File: src/crbt_map.svh
// Register offsets, field positions, reset values and divider counts
`ifndef CRBT_MAP_SVH
`define CRBT_MAP_SVH

// ****************************************************************
// Register byte addresses
// ****************************************************************
`define CRBT_OFS_CTRL      12'h0C8
`define CRBT_OFS_COUNT_LO  12'h0CC
`define CRBT_OFS_COUNT_HI  12'h0D0
`define CRBT_OFS_CAP_LO    12'h0D4
`define CRBT_OFS_CAP_HI    12'h0D8
`define CRBT_OFS_IEN       12'h0DC

// ****************************************************************
// Field positions
// ****************************************************************
`define CRBT_IEN_BIT       0
`define CRBT_SMODE_VAR_BIT 0
`define CRBT_BYTE_MSB      7

// ****************************************************************
// Reset values and constants
// ****************************************************************
`define CRBT_CTRL_RST      8'h00
`define CRBT_WORD_RST      16'h0000
`define CRBT_BUS_RST       32'h0000_0000
`define CRBT_COUNT_MAX     16'hFFFF
`define CRBT_COUNT_STEP    16'h0001
`define CRBT_MC_LAST       4'hB
`define CRBT_MC_FIRST      4'h0
`define CRBT_MC_STEP       4'h1

`endif

File: src/crbt_pkg.sv
// Types shared by the capture/reload/baud timer
package crbt_pkg;

    // ************************************************************
    // Control register layout, bit 7 first
    // ************************************************************
    typedef struct packed {
        logic overflow_flag;
        logic external_trigger_flag;
        logic receive_clock_select;
        logic transmit_clock_select;
        logic external_trigger_enable;
        logic run_bit;
        logic counter_select;
        logic capture_reload_select;
    } crbt_ctrl_t;

    // ************************************************************
    // Operating modes
    // ************************************************************
    typedef enum logic [3:0] {
        M_OFF     = 4'b0001,
        M_RELOAD  = 4'b0010,
        M_CAPTURE = 4'b0100,
        M_BAUD    = 4'b1000
    } crbt_mode_t;

endpackage

File: src/crbt_timer.sv
// Capture/reload/baud timer with APB register access
//
// Summary of operation
// (RQ1) 16-bit counter of two bytes plus separate 16-bit capture/reload pair.
// (RQ2) Mode from run, serial clock selects and capture/reload select bits.
// (RQ3) Overflow flag set on counter overflow; only software clears it.
// (RQ4) Overflow flag stays unset by overflow while either serial select is 1.
// (RQ5) External flag set on trigger-caused capture or reload when enabled.
// (RQ6) Interrupt requested while enabled and either flag is set.
// (RQ7) Receive select routes this overflow or timer 1 overflow, modes 1/3.
// (RQ8) Transmit select routes this overflow or timer 1 overflow, independently.
// (RQ9) Trigger ignored when disabled; no trigger reload while clocking serial.
// (RQ10) Counter counts while run bit is 1, holds while 0.
// (RQ11) Counter select 0 counts oscillator/12; 1 counts external falling edges.
// (RQ12) Capture mode: free-running 16-bit count, overflow sets flag, no reload.
// (RQ13) Capture mode trigger edge copies count bytes into capture pair.
// (RQ14) Reload mode overflow sets flag and loads counter from the pair.
// (RQ15) Reload mode trigger edge also reloads and sets external flag.
// (RQ16) Serial selects override capture select; overflow always reloads.
// (RQ17) Baud mode rollover reloads; baud rate is overflow rate over 16. The code passes each overflow to the serial clock undivided.
// (RQ18) Baud mode internal clock uses oscillator/2 prescaler.
// (RQ19) Baud mode trigger edge sets external flag only.
// (RQ20) Pins sampled once per machine cycle; high then low is an edge.
// (RQ21) Trigger pin synchronised first; each edge acts exactly once.
//
// Design decision made here: the APB register port.
`timescale 1ns/10ps
`include "crbt_map.svh"

module crbt_timer
    import crbt_pkg::*;
(
    input  wire logic        pclk,
    input  wire logic        presetn,
    input  wire logic        psel,
    input  wire logic        penable,
    input  wire logic        pwrite,
    input  wire logic [11:0] paddr,
    input  wire logic [31:0] pwdata,
    output logic      [31:0] prdata,
    output logic             pready,
    output logic             pslverr,
    input  wire logic        count_input_pin,
    input  wire logic        external_trigger_pin,
    input  wire logic [1:0]  serial_mode,
    input  wire logic        timer1_overflow,
    output logic             rx_baud_tick,
    output logic             tx_baud_tick,
    output logic             timer_irq
);

    // ************************************************************
    // Declarations
    // ************************************************************
    crbt_ctrl_t  ctrl;
    crbt_mode_t  mode;
    logic [15:0] count;
    logic [15:0] reload;
    logic        irq_enable;
    logic        wr;
    logic        wr_ctrl;
    logic        wr_cnt_lo;
    logic        wr_cnt_hi;
    logic        wr_cap_lo;
    logic        wr_cap_hi;
    logic        wr_cnt;
    logic        wr_cap;
    logic        trig_meta;
    logic        trig_sync;
    logic        cnt_meta;
    logic        cnt_sync;
    logic        trig_samp;
    logic        cnt_samp;
    logic        trig_fall;
    logic        cnt_fall;
    logic [3:0]  mc_cnt;
    logic        mc_tick;
    logic        half_ph;
    logic        count_tick;
    logic        ovf_evt;
    logic        ovf_set;
    logic        trig_evt;
    logic        trig_reload;
    logic        trig_capture;
    logic        reload_on_ovf;
    logic        serial_var;
    logic [31:0] next_prdata;
    logic        next_pslverr;

    // ************************************************************
    // APB slave: no wait states, registered answer
    // ************************************************************
    assign wr        = psel && penable && pready && pwrite;
    assign wr_ctrl   = wr && (paddr == `CRBT_OFS_CTRL);
    assign wr_cnt_lo = wr && (paddr == `CRBT_OFS_COUNT_LO);
    assign wr_cnt_hi = wr && (paddr == `CRBT_OFS_COUNT_HI);
    assign wr_cap_lo = wr && (paddr == `CRBT_OFS_CAP_LO);
    assign wr_cap_hi = wr && (paddr == `CRBT_OFS_CAP_HI);
    assign wr_cnt    = wr_cnt_lo || wr_cnt_hi;
    assign wr_cap    = wr_cap_lo || wr_cap_hi;

    always_comb begin
        next_prdata  = `CRBT_BUS_RST;
        next_pslverr = 1'b0;
        case (paddr)
            `CRBT_OFS_CTRL:     next_prdata[7:0] = ctrl;
            `CRBT_OFS_COUNT_LO: next_prdata[7:0] = count[7:0];
            `CRBT_OFS_COUNT_HI: next_prdata[7:0] = count[15:8];
            `CRBT_OFS_CAP_LO:   next_prdata[7:0] = reload[7:0];
            `CRBT_OFS_CAP_HI:   next_prdata[7:0] = reload[15:8];
            `CRBT_OFS_IEN:      next_prdata[`CRBT_IEN_BIT] = irq_enable;
            default:            next_pslverr = 1'b1;
        endcase
    end

    // Ready rises in the first access cycle and drops after it
    always_ff @(posedge pclk or negedge presetn) begin
        if (!presetn) begin
            pready  <= 1'b0;
            prdata  <= `CRBT_BUS_RST;
            pslverr <= 1'b0;
        end else begin
            pready <= psel && !penable;
            if (psel && !penable) begin
                prdata  <= pwrite ? `CRBT_BUS_RST : next_prdata;
                pslverr <= next_pslverr;
            end
        end
    end

    // ************************************************************
    // Pin synchronisers
    // ************************************************************
    always_ff @(posedge pclk or negedge presetn) begin
        if (!presetn) begin
            trig_meta <= 1'b1;
            trig_sync <= 1'b1;
            cnt_meta  <= 1'b1;
            cnt_sync  <= 1'b1;
        end else begin
            trig_meta <= external_trigger_pin;        // [RQ21]
            trig_sync <= trig_meta;                   // [RQ21]
            cnt_meta  <= count_input_pin;
            cnt_sync  <= cnt_meta;
        end
    end

    // ************************************************************
    // Machine cycle and half-rate prescalers
    // ************************************************************
    assign mc_tick = (mc_cnt == `CRBT_MC_LAST);

    always_ff @(posedge pclk or negedge presetn) begin
        if (!presetn) begin
            mc_cnt  <= `CRBT_MC_FIRST;
            half_ph <= 1'b0;
        end else begin
            mc_cnt  <= mc_tick ? `CRBT_MC_FIRST : mc_cnt + `CRBT_MC_STEP;
            half_ph <= !half_ph;
        end
    end

    // ************************************************************
    // Edge detection, one sample per machine cycle
    // ************************************************************
    assign trig_fall = mc_tick && trig_samp && !trig_sync;   // [RQ20]
    assign cnt_fall  = mc_tick && cnt_samp && !cnt_sync;     // [RQ20]

    always_ff @(posedge pclk or negedge presetn) begin
        if (!presetn) begin
            trig_samp <= 1'b1;
            cnt_samp  <= 1'b1;
        end else if (mc_tick) begin
            trig_samp <= trig_sync;
            cnt_samp  <= cnt_sync;
        end
    end

    // ************************************************************
    // Mode decode and event qualification
    // ************************************************************
    always_comb begin
        if (!ctrl.run_bit) begin
            mode = M_OFF;                                          // [RQ2]
        end else if (ctrl.receive_clock_select ||
                     ctrl.transmit_clock_select) begin
            mode = M_BAUD;                                         // [RQ2]
        end else if (ctrl.capture_reload_select) begin
            mode = M_CAPTURE;                                      // [RQ2]
        end else begin
            mode = M_RELOAD;                                       // [RQ2]
        end
    end

    assign trig_evt = trig_fall && ctrl.external_trigger_enable;   // [RQ9]

    always_comb begin
        reload_on_ovf = 1'b0;
        trig_reload   = 1'b0;
        trig_capture  = 1'b0;
        unique case (mode)
            M_OFF:     reload_on_ovf = 1'b0;
            M_RELOAD: begin
                reload_on_ovf = 1'b1;                              // [RQ14]
                trig_reload   = trig_evt;                          // [RQ15]
            end
            M_CAPTURE: trig_capture  = trig_evt;                   // [RQ13]
            M_BAUD:    reload_on_ovf = 1'b1;             // [RQ16] [RQ17]
        endcase
    end

    // Counter clock: external edges, or oscillator/12 or /2 in baud mode
    always_comb begin
        if (mode == M_OFF) begin
            count_tick = 1'b0;                                     // [RQ10]
        end else if (ctrl.counter_select) begin
            count_tick = cnt_fall;                                 // [RQ11]
        end else if (mode == M_BAUD) begin
            count_tick = half_ph;                                  // [RQ18]
        end else begin
            count_tick = mc_tick;                                  // [RQ11]
        end
    end

    assign ovf_evt = count_tick && (count == `CRBT_COUNT_MAX);
    assign ovf_set = ovf_evt && (mode != M_BAUD);                  // [RQ4]

    // ************************************************************
    // Counter
    // ************************************************************
    always_ff @(posedge pclk or negedge presetn) begin
        if (!presetn) begin
            count <= `CRBT_WORD_RST;
        end else if (wr_cnt_lo) begin
            count[7:0] <= pwdata[7:0];
        end else if (wr_cnt_hi) begin
            count[15:8] <= pwdata[7:0];
        end else if (trig_reload) begin
            count <= reload;                                       // [RQ15]
        end else if (count_tick) begin
            if (ovf_evt && reload_on_ovf) begin
                count <= reload;                   // [RQ14] [RQ16] [RQ17]
            end else begin
                count <= count + `CRBT_COUNT_STEP;       // [RQ1] [RQ12]
            end
        end
    end

    // ************************************************************
    // Capture/reload pair
    // ************************************************************
    always_ff @(posedge pclk or negedge presetn) begin
        if (!presetn) begin
            reload <= `CRBT_WORD_RST;
        end else if (wr_cap_lo) begin
            reload[7:0] <= pwdata[7:0];
        end else if (wr_cap_hi) begin
            reload[15:8] <= pwdata[7:0];
        end else if (trig_capture) begin
            reload <= count;                                // [RQ1] [RQ13]
        end
    end

    // ************************************************************
    // Control register; hardware set wins over software write
    // ************************************************************
    always_ff @(posedge pclk or negedge presetn) begin
        if (!presetn) begin
            ctrl <= `CRBT_CTRL_RST;
        end else begin
            if (wr_ctrl) begin
                ctrl <= crbt_ctrl_t'(pwdata[`CRBT_BYTE_MSB:0]);     // [RQ3]
            end
            if (ovf_set) begin
                ctrl.overflow_flag <= 1'b1;                 // [RQ3] [RQ12]
            end
            if (trig_evt && (mode != M_OFF)) begin
                ctrl.external_trigger_flag <= 1'b1;  // [RQ5] [RQ15] [RQ19]
            end
        end
    end

    always_ff @(posedge pclk or negedge presetn) begin
        if (!presetn) begin
            irq_enable <= 1'b0;
        end else if (wr && (paddr == `CRBT_OFS_IEN)) begin
            irq_enable <= pwdata[`CRBT_IEN_BIT];
        end
    end

    // ************************************************************
    // Interrupt request and serial clock routing
    // ************************************************************
    assign serial_var = serial_mode[`CRBT_SMODE_VAR_BIT];

    always_ff @(posedge pclk or negedge presetn) begin
        if (!presetn) begin
            timer_irq <= 1'b0;
        end else begin
            timer_irq <= irq_enable && (ctrl.overflow_flag ||
                                        ctrl.external_trigger_flag); // [RQ6]
        end
    end

    always_ff @(posedge pclk or negedge presetn) begin
        if (!presetn) begin
            rx_baud_tick <= 1'b0;
            tx_baud_tick <= 1'b0;
        end else begin
            rx_baud_tick <= serial_var && (ctrl.receive_clock_select ?
                                           ovf_evt : timer1_overflow); // [RQ7]
            tx_baud_tick <= serial_var && (ctrl.transmit_clock_select ?
                                           ovf_evt : timer1_overflow); // [RQ8]
        end
    end
endmodule

File: config.mk
export PLATFORM = sky130hd
export DESIGN_NAME = crbt_timer
export DESIGN_NICKNAME = d
export VERILOG_FILES = /design/src/crbt_pkg.sv /design/src/crbt_timer.sv
export VERILOG_INCLUDE_DIRS = /design/src /design/src/src
export SDC_FILE = /design/constraint.sdc
export NUM_CORES = 1
export LEC_CHECK = 0
export BUFFER_PORTS_ARGS = -buffer_cell sky130_fd_sc_hd__buf_2
export CORE_MARGIN = 3
export CORE_UTILIZATION = 47
export CTS_CLUSTER_SIZE = 40
export DETAILED_ROUTE_END_ITERATION = 10
export GPL_ROUTABILITY_DRIVEN = 0
export GPL_TIMING_DRIVEN = 0
export PLACE_DENSITY = 0.71
export SLEW_MARGIN = 20
export SYNTH_ARGS = -nofsm -noshare
export SYNTH_HDL_FRONTEND = slang
export SYNTH_SLANG_ARGS = --single-unit
File: constraint.sdc
create_clock -name pclk -period 2.5 [get_ports pclk]
set_clock_uncertainty 0.1 [all_clocks]
set_input_delay 0.25 -clock pclk [delete_from_list [all_inputs] [get_ports pclk]]
set_output_delay 0.25 -clock pclk [all_outputs]
set_load 0.03 [all_outputs]
==> out/results.tsv, run 1 <==
metric	value	unit
drt_wl_total	11000	um
yosys_warnings	0	
post_drt_via_cell_ratio	5.84	
min_path_cells	2	
final.fill_count	757	
yosysMostFrequentCell	dfrtp_1	
hold_viol	0	
cap_violations	0	
die_w	99.8	um
cp_max_fo	10	
period_needed	2.42	ns
num_rows	33	
status	completed	
tightest_slew	0.917	ns
synth_cells	420	
synthesis.area	4140	um^2
grtUsageTotal	22.9	%
period_share	96.6	%
start_util	49.4	%
synth_edf_count	0	
synth_ff_type	dfrtp_1	
die_height	99.8	um
relSlewSlack	38.4	%
die_area	9960	um^2
grt_pass1_wl	18000	um
synth-simple-area-share	20.7	%
ys_types	69	
first_pass_iters	8	
vdd_drop_max	0.000298	V
dp_cells	588	
fmax	0.414	GHz
io_pins	91	
syn_area_per_cell	9.85	um^2
hpwlAfterDp	8200	um
synthTopCellsByArea	dfrtp_1 (36%), mux2i_1 (8.7%), buf_4 (5.3%)	
grt_max_degree	38	
setup_violations	0	
worstPathArrival	2.54	ns
powerDensity	425	nW/um^2
rsz0062_at_grt	false	
ctsRootBufferMaster	clkbuf_8	
grt_pass1_vias	3436	
end_kind	register	
worstRegToRegCells	8	
cts_buffers	9	
seq_area_frac_synth	39.5	%
synth_top_cell_area_share	35.7	%
cts-htree-levels	3	
area.growth.synth_to_final	15.7	%
ff2ff_setup_slack	0.08	ns
slew_viol_final	0	
crit_chain	ha_1 > nand3_2 > nor4_4 > o211a_4 > o21ai_4 > buf_6 > o21ai_0 > o211ai_1	
vias	3552	
synth_top_family_by_area	simple AND/OR/NAND/NOR gates	
p_leak	2.17	nW
layout.cells.non_filler	608	
ctsLongestPathBuffers	2	
path_buf_inv	1	
synth_commonest_cells	dfrtp_1 (59), nand2_1 (48), mux2i_1 (36)	
coreArea	8380	um^2
critical-path-max-stage-delay	0.46	ns
async_reset_ff_share	100	%
synth_compound_area_share	15.8	%
multi_input_area	2240	um^2
synth_largest_area_cell	dfrtp_1	
clock_latency	0.35	ns
seq_area	1640	um^2
crit_type	register to register	
grt_overflow	0	
drive_gt1_share	28.4	%
cts_sinks	65	
clkTransAtPathRegs	0.08	ns
r2r-start	count[0]	
drt-initial-drc-count	427	
cts_tree	done	
start_kind	register	
hold_path.class	primary input to register	
fin_util	57.1	%
insertedDiodeCount	0	
cp.required	2.62	ns
crit_slowest_cell	dfrtp_2	
reg2reg_to	count[2]	
min_from	serial_mode[0]	
design_power_total	0.00203	W
synth_xor_area_share	2.54	%
crit_family	compound AO/OA/AOI/OAI gates	
post_drt_wl_per_cell	18.0	um
synth_seq_cells	65	
antenna_found_initial	0	
postRouteAntennaNets	0	
synth_fa_ha_area_share	0.605	%
port_buffers	39	
min_to	rx_baud_tick	
drc	0	
muxShareOfSynthArea	12.1	%
final_nets	554	
==> metal layers <==
metal  part of all wire, %  track usage [%]  up-vias
li1                      -                -     1647
met1                    42             31.2     1674
met2                    45             34.6      201
met3                   9.3             5.70       30
met4                   3.0             9.77        0
met5                     0                0        -
==> what timing repair did <==
action	in CTS	in global routing
gates resized for setup	0	4
pin swaps	1	3
endpoints found under the setup margin	4	10
endpoints found under the hold margin	30	0
buffers inserted	0	1
hold buffers	3	0
==> logic make-up after synthesis <==
logic type	count (synthesis)
multiplexers	47
buffers and inverters	49
AND/OR/NAND/NOR	148
adder cells (fa/ha/maj)	2
AO/OA/AOI/OAI	96
flip-flops	65
other	1
XOR/XNOR	12
==> cell type report <==
type                       instances  area share [%]
clock inverter                     6           0.732
sequential                        65            34.2
multi-input combinational        329            46.8
inverter                           3           0.235
clock buffer                      10            2.67
tap                              105            2.75
buffer                            46            7.27
timing repair buffer              44            5.33
==> report_power, final <==
part	switching [W]	internal, W	leakage (nW)
clock	0.000415	0.000352	0.0818
sequential	0.00000438	0.00106	0.859
combinational	0.000132	0.0000645	1.23
==> registers in the layout, summed over array words and instances (netlist names) <==
name / flops
count: 16
reload: 16
ctrl: 8
prdata: 8
mc_cnt: 4
cnt_meta: 1
cnt_samp: 1
cnt_sync: 1
half_ph: 1
irq_enable: 1
pready: 1
pslverr: 1
rx_baud_tick: 1
timer_irq: 1
trig_meta: 1
trig_samp: 1
trig_sync: 1
tx_baud_tick: 1
==> stage by stage <==
stage	area [um^2]	TNS, ns	hold WS [ns]	setup slack (ns)
after floorplan	4220	0	-0.146	0.374
after global placement	4550	-0.0124	0.246	-0.0124
after detailed placement	4570	-0.0427	0.105	-0.0256
after CTS	4760	0	0.0139	0.0864
after global routing	4790	0	0.0248	0.0113
final	4790	0	0.0298	0.0842
==> cells in the final DEF (no fill, tap or decap), types with 9 or more instances in the layout <==
cell type,n
a21oi_1,19
buf_2,44
buf_4,31
clkbuf_8,13
conb_1,24
dfrtp_1,57
mux2_2,10
mux2i_1,36
nand2_1,48
nand3_1,26
nor2_1,22
o211ai_1,10
o21ai_0,25
xnor2_1,9
==> how the worst max path moves through the flow <==
stage | slack, ns | start | to | depth (start not counted)
2_1_floorplan | 0.37 | count[0] | count[0] | 8
3_3_place_gp | -0.01 | count[0] | count[1] | 7
3_5_place_dp | -0.03 | count[0] | count[1] | 7
4_1_cts | 0.09 | count[0] | count[1] | 7
5_1_grt | 0.01 | mc_cnt[0] | reload[13] | 8
6_report | 0.08 | count[0] | count[2] | 8
No activity file was read; power rests on OpenSTA's default activity.
==> inputs of run 2 (changes only) <==
- CTS_BUF_LIST: default -> sky130_fd_sc_hd__clkbuf_4
- clock period: 2.5 -> 2.4 ns (I/O delays scaled with it)
==> run 2 against run 1 <==
  * Sequential power rose by 4%
  * Power fell by 4.0%
  * Die area did not move
  * Cell area rose by 0.31%
  * First-iteration DRC count rose by 17%
  * Register-to-register slack barely moved
  * Critical path type unchanged
  * Global-route usage fell by 0.12 points
  * Utilization rose by 0.18 points
  * Critical path depth did not move
  * Fmax rose by 4.8%
  * Critical endpoint is now count[12]
==> out/results.tsv, run 2 (synthesis results as in run 1) <==
metric	value	unit
cp.required	2.63	ns
clkTransAtPathRegs	0.11	ns
hpwlAfterDp	8200	um
worstRegToRegCells	8	
relSlewSlack	37.0	%
finalWorstSetupSlack	0.0944	ns
final_common_cell	dfrtp_1	
area.growth.synth_to_final	16.1	%
drive_gt1_share	29.4	%
cts-htree-levels	3	
status	completed	
io_pins	91	
grt_pass1_wl	18000	um
die_w	99.8	um
setup_violations	0	
min_from	pwdata[0]	
top_regs	count: 16 flops, reload: 16 flops	
vias	3589	
die_height	99.8	um
tightest_slew	0.937	ns
layout.cells.non_filler	615	
layout_common_cells	dfrtp_1 (57), nand2_1 (48), buf_2 (44), buf_4 (36), mux2i_1 (36)	
powerDensity	407	nW/um^2
die_area	9960	um^2
ctsLongestPathBuffers	2	
post_drt_via_cell_ratio	5.84	
grt_pass1_vias	3428	
grt_overflow	0	
drt-initial-drc-count	501	
r2r-start	count[1]	
cp_max_fo	6	
cap_violations	0	
reg2reg_to	count[12]	
num_rows	33	
drt_wl_total	11000	um
min_path_cells	3	
ff2ff_setup_slack	0.09	ns
dp_cells	588	
design_power_total	0.00195	W
insertedDiodeCount	0	
cts_sinks	65	
first_pass_iters	8	
cts_buffers	9	
drc	0	
hold_path.class	primary input to register	
grt_max_degree	38	
end_kind	register	
postRouteAntennaNets	0	
period_share	96.1	%
slew_viol_final	0	
p_leak	2.18	nW
fin_util	57.3	%
port_buffers	39	
coreArea	8380	um^2
rsz0062_at_grt	false	
grtUsageTotal	22.8	%
start_util	49.4	%
cts_tree	done	
ctsRootBufferMaster	clkbuf_4	
crit_type	register to register	
place_ws	-0.126	ns
start_kind	register	
antenna_found_initial	0	
worstPathArrival	2.53	ns
post_drt_wl_per_cell	17.8	um
min_to	count[0]	
fmax	0.434	GHz
clock_latency	0.43	ns
period_needed	2.31	ns
final_nets	561	
hold_viol	0	
vdd_drop_max	0.000236	V
## run 2: cell types whose count changed in the layout (fill, tap and decap cells not counted)
cell,delta
ha_2,+1
dlygate4sd3_1,+2
ha_1,-1
clkbuf_8,-9
clkbuf_1,-1
clkbuf_4,+10
buf_4,+5
a21oi_2,-1
a21oi_4,+1
## run 2: worst max path at each step
stage           endpoint  slack, ns  startpoint  cells past startpoint
2_1_floorplan   count[0]       0.27    count[0]                      8
3_3_place_gp    count[1]      -0.11    count[0]                      7
3_5_place_dp    count[1]      -0.13    count[0]                      7
4_1_cts         count[1]       0.02    count[1]                      7
5_1_grt        count[12]      0.004    count[1]                      8
6_report       count[12]       0.09    count[1]                      8
## run 2: critical path, stage by stage, from the launching register on
cell and delay [ns]:
dfrtp_2 0.46, ha_2 0.25, nand3_2 0.13, nor4_4 0.36
buf_4 0.19, o2111ai_2 0.26, nand2_1 0.18, nand3_1 0.09
a31oi_1 0.19
## run 2: metal layers
metal | track usage [%] | wire, um | vias to the layer above | share of wire (%)
li1 | - | - | 1663 | -
met3 | 5.77 | 1120 | 39 | 10
met2 | 34.3 | 4870 | 224 | 44
met4 | 9.03 | 387 | 0 | 3.5
met1 | 31.4 | 4600 | 1663 | 42
met5 | 0 | 0 | - | 0
## run 2: what timing repair did
action / 4_1_cts / 5_1_grt
pin swaps: 1 / 5
endpoints found under the hold margin: 63 / 0
buffers inserted: 0 / 6
gates resized for setup: 1 / 5
hold buffers: 5 / 0
endpoints found under the setup margin: 13 / 20
## run 2: layout make-up
cell class	count	area (um^2)
fill	754	3580
multi-input combinational	329	2250
sequential	65	1640
buffer	46	348
timing repair buffer	51	313
tap	105	131
clock buffer	10	75.1
clock inverter	6	35.0
inverter	3	11.3
## run 2: stage by stage
step / TNS (ns) / hold slack (ns) / instance area [um^2]
4_1_cts: 0 / 0.00604 / 4730
6_report: 0 / 0.0261 / 4800
2_1_floorplan: 0 / -0.156 / 4220
5_1_grt: 0 / 0.0167 / 4800
3_3_place_gp: -0.858 / 0.246 / 4550
3_5_place_dp: -1.01 / 0.0946 / 4570
## run 2: where the power goes
part           switching (W)  leakage [nW]  internal (W)
Sequential        0.00000456         0.859       0.00111
Combinational       0.000137          1.26     0.0000693
Clock               0.000415        0.0619      0.000217
Total               0.000557          2.18       0.00139
==> inputs of run 3 (changes only) <==
- CORE_MARGIN: 3 -> default
==> run 3 against run 2 <==
  * Die area is 7.9% lower
  * Wire length is 0.28% higher
  * Highest routed layer unchanged
  * Power is 9.1% higher
  * Critical endpoint is now count[2]
  * Critical path type unchanged
  * Clock power is 28% higher
  * Critical path depth is 1 higher
==> out/results.tsv, run 3 (synthesis results as in run 1) <==
metric	value	unit
clkTransAtPathRegs	0.11	ns
rsz0062_at_grt	false	
seq_power_share	52.3	%
cts_tree	done	
grt_pass1_wl	16600	um
intPower	0.00159	W
antenna_found_initial	0	
cts_buffers	9	
ctsRootBufferMaster	clkbuf_4	
period_share	97.1	%
min_path_cells	3	
ctsLongestPathBuffers	2	
final_nets	565	
hold-worst-slack	0.0402	ns
vias	3712	
cp_max_fo	10	
post_drt_wl_per_cell	17.7	um
worstPathArrival	2.53	ns
relSlewSlack	33.3	%
period_needed	2.33	ns
drt-initial-drc-count	357	
fin_util	58.2	%
fmax	0.429	GHz
die_area	9180	um^2
top_regs	count: 16 flops, reload: 16 flops	
tightest_slew	0.993	ns
drive_gt1_share	29.6	%
cts-htree-levels	3	
die_w	95.8	um
worstRegToRegCells	9	
postRouteAntennaNets	0	
end_kind	register	
status	completed	
hold_viol	0	
p_leak	2.22	nW
ff2ff_setup_slack	0.07	ns
powerDensity	437	nW/um^2
placed_cell_area	4570	um^2
finalInstanceArea	4880	um^2
cp.required	2.60	ns
drt_wl_total	11000	um
grtUsageTotal	24.7	%
slew_viol_final	0	
cap_violations	0	
min_to	count[0]	
vdd_drop_max	0.000211	V
pwr-share-comb	9.7	%
clock_latency	0.41	ns
port_buffers	39	
design_power_total	0.00213	W
cts_sinks	65	
first_pass_iters	7	
io_pins	91	
grt_overflow	0	
clkPwrFrac	38.0	%
start_util	49.4	%
place_ws	-0.137	ns
setup_violations	0	
swShare	25.4	%
reg2reg_to	count[2]	
final_common_cell	dfrtp_1	
grt_max_degree	39	
finalWorstSetupSlack	0.0700	ns
hpwlAfterDp	8060	um
grt_pass1_vias	3205	
start_kind	register	
hold_path.class	primary input to register	
area.growth.synth_to_final	17.9	%
die_height	95.8	um
min_from	pwdata[0]	
num_rows	33	
power.switching	0.000540	W
layout_common_cells	dfrtp_1 (57), nand2_1 (48), buf_2 (44), buf_4 (40), mux2i_1 (36)	
r2r-start	count[0]	
post_drt_via_cell_ratio	5.99	
crit_type	register to register	
drc	0	
coreArea	8380	um^2
run 3: how the worst max path moves through the flow:
stage                     startpoint        to  slack [ns]  cells after the start
after floorplan             count[0]  count[0]        0.27                      8
after global placement      count[0]  count[1]       -0.11                      7
after detailed placement    count[0]  count[1]       -0.14                      7
after CTS                   count[1]  count[1]        0.04                      7
after global routing       mc_cnt[0]  count[8]        0.02                      8
final                       count[0]  count[2]        0.07                      9
run 3: through the flow:
step / cells / TNS, ns
after floorplan: 443 / 0
after global placement: 587 / -0.879
after detailed placement: 588 / -1.16
after CTS: 610 / 0
after global routing: 619 / 0
final: 620 / 0
run 3: area by class of cell:
cell class / instances / area (um^2)
Sequential cell: 65 / 1640
Clock buffer: 9 / 67.6
Inverter: 3 / 11.3
Antenna cell: 1 / 2.50
Clock inverter: 7 / 85.1
Tap cell: 105 / 131
Timing Repair Buffer: 55 / 343
Fill cell: 745 / 3510
Buffer: 46 / 348
Multi-Input combinational cell: 329 / 2250
run 3: repair_timing:
| item | in CTS | in global routing |
|---|---|---|
| hold endpoints to repair | 63 | 0 |
| pin swaps | 1 | 4 |
| buffers inserted | 1 | 9 |
| setup endpoints to repair | 13 | 15 |
| hold buffers | 5 | 0 |
| gates resized for setup | 1 | 5 |
run 3: worst max-delay path, cell delays in order, from the launching register on:
cell      delay, ns
dfrtp_2        0.43
ha_2           0.25
nand3_2        0.14
nor4_4         0.28
buf_4          0.18
o211a_4        0.21
o21ai_4        0.09
buf_6          0.18
o21ai_0        0.23
o211ai_1       0.12
run 3: power groups by stage:
stage          Sequential, W  Clock [W]  Combinational [W]
2_1_floorplan        0.00114          0           0.000112
4_1_cts              0.00111   0.000823           0.000205
3_3_place_gp         0.00113          0           0.000193
3_5_place_dp         0.00113          0           0.000199
5_1_grt              0.00112   0.000875           0.000223
6_report             0.00111   0.000809           0.000207
run 3: layer usage:
metal	global-route usage (%)	wire length, um	part of all wire (%)
met1	32.9	4550	41
met2	37.6	4870	44
met3	6.16	1170	11
met4	11.8	404	3.7
met5	0	0	0
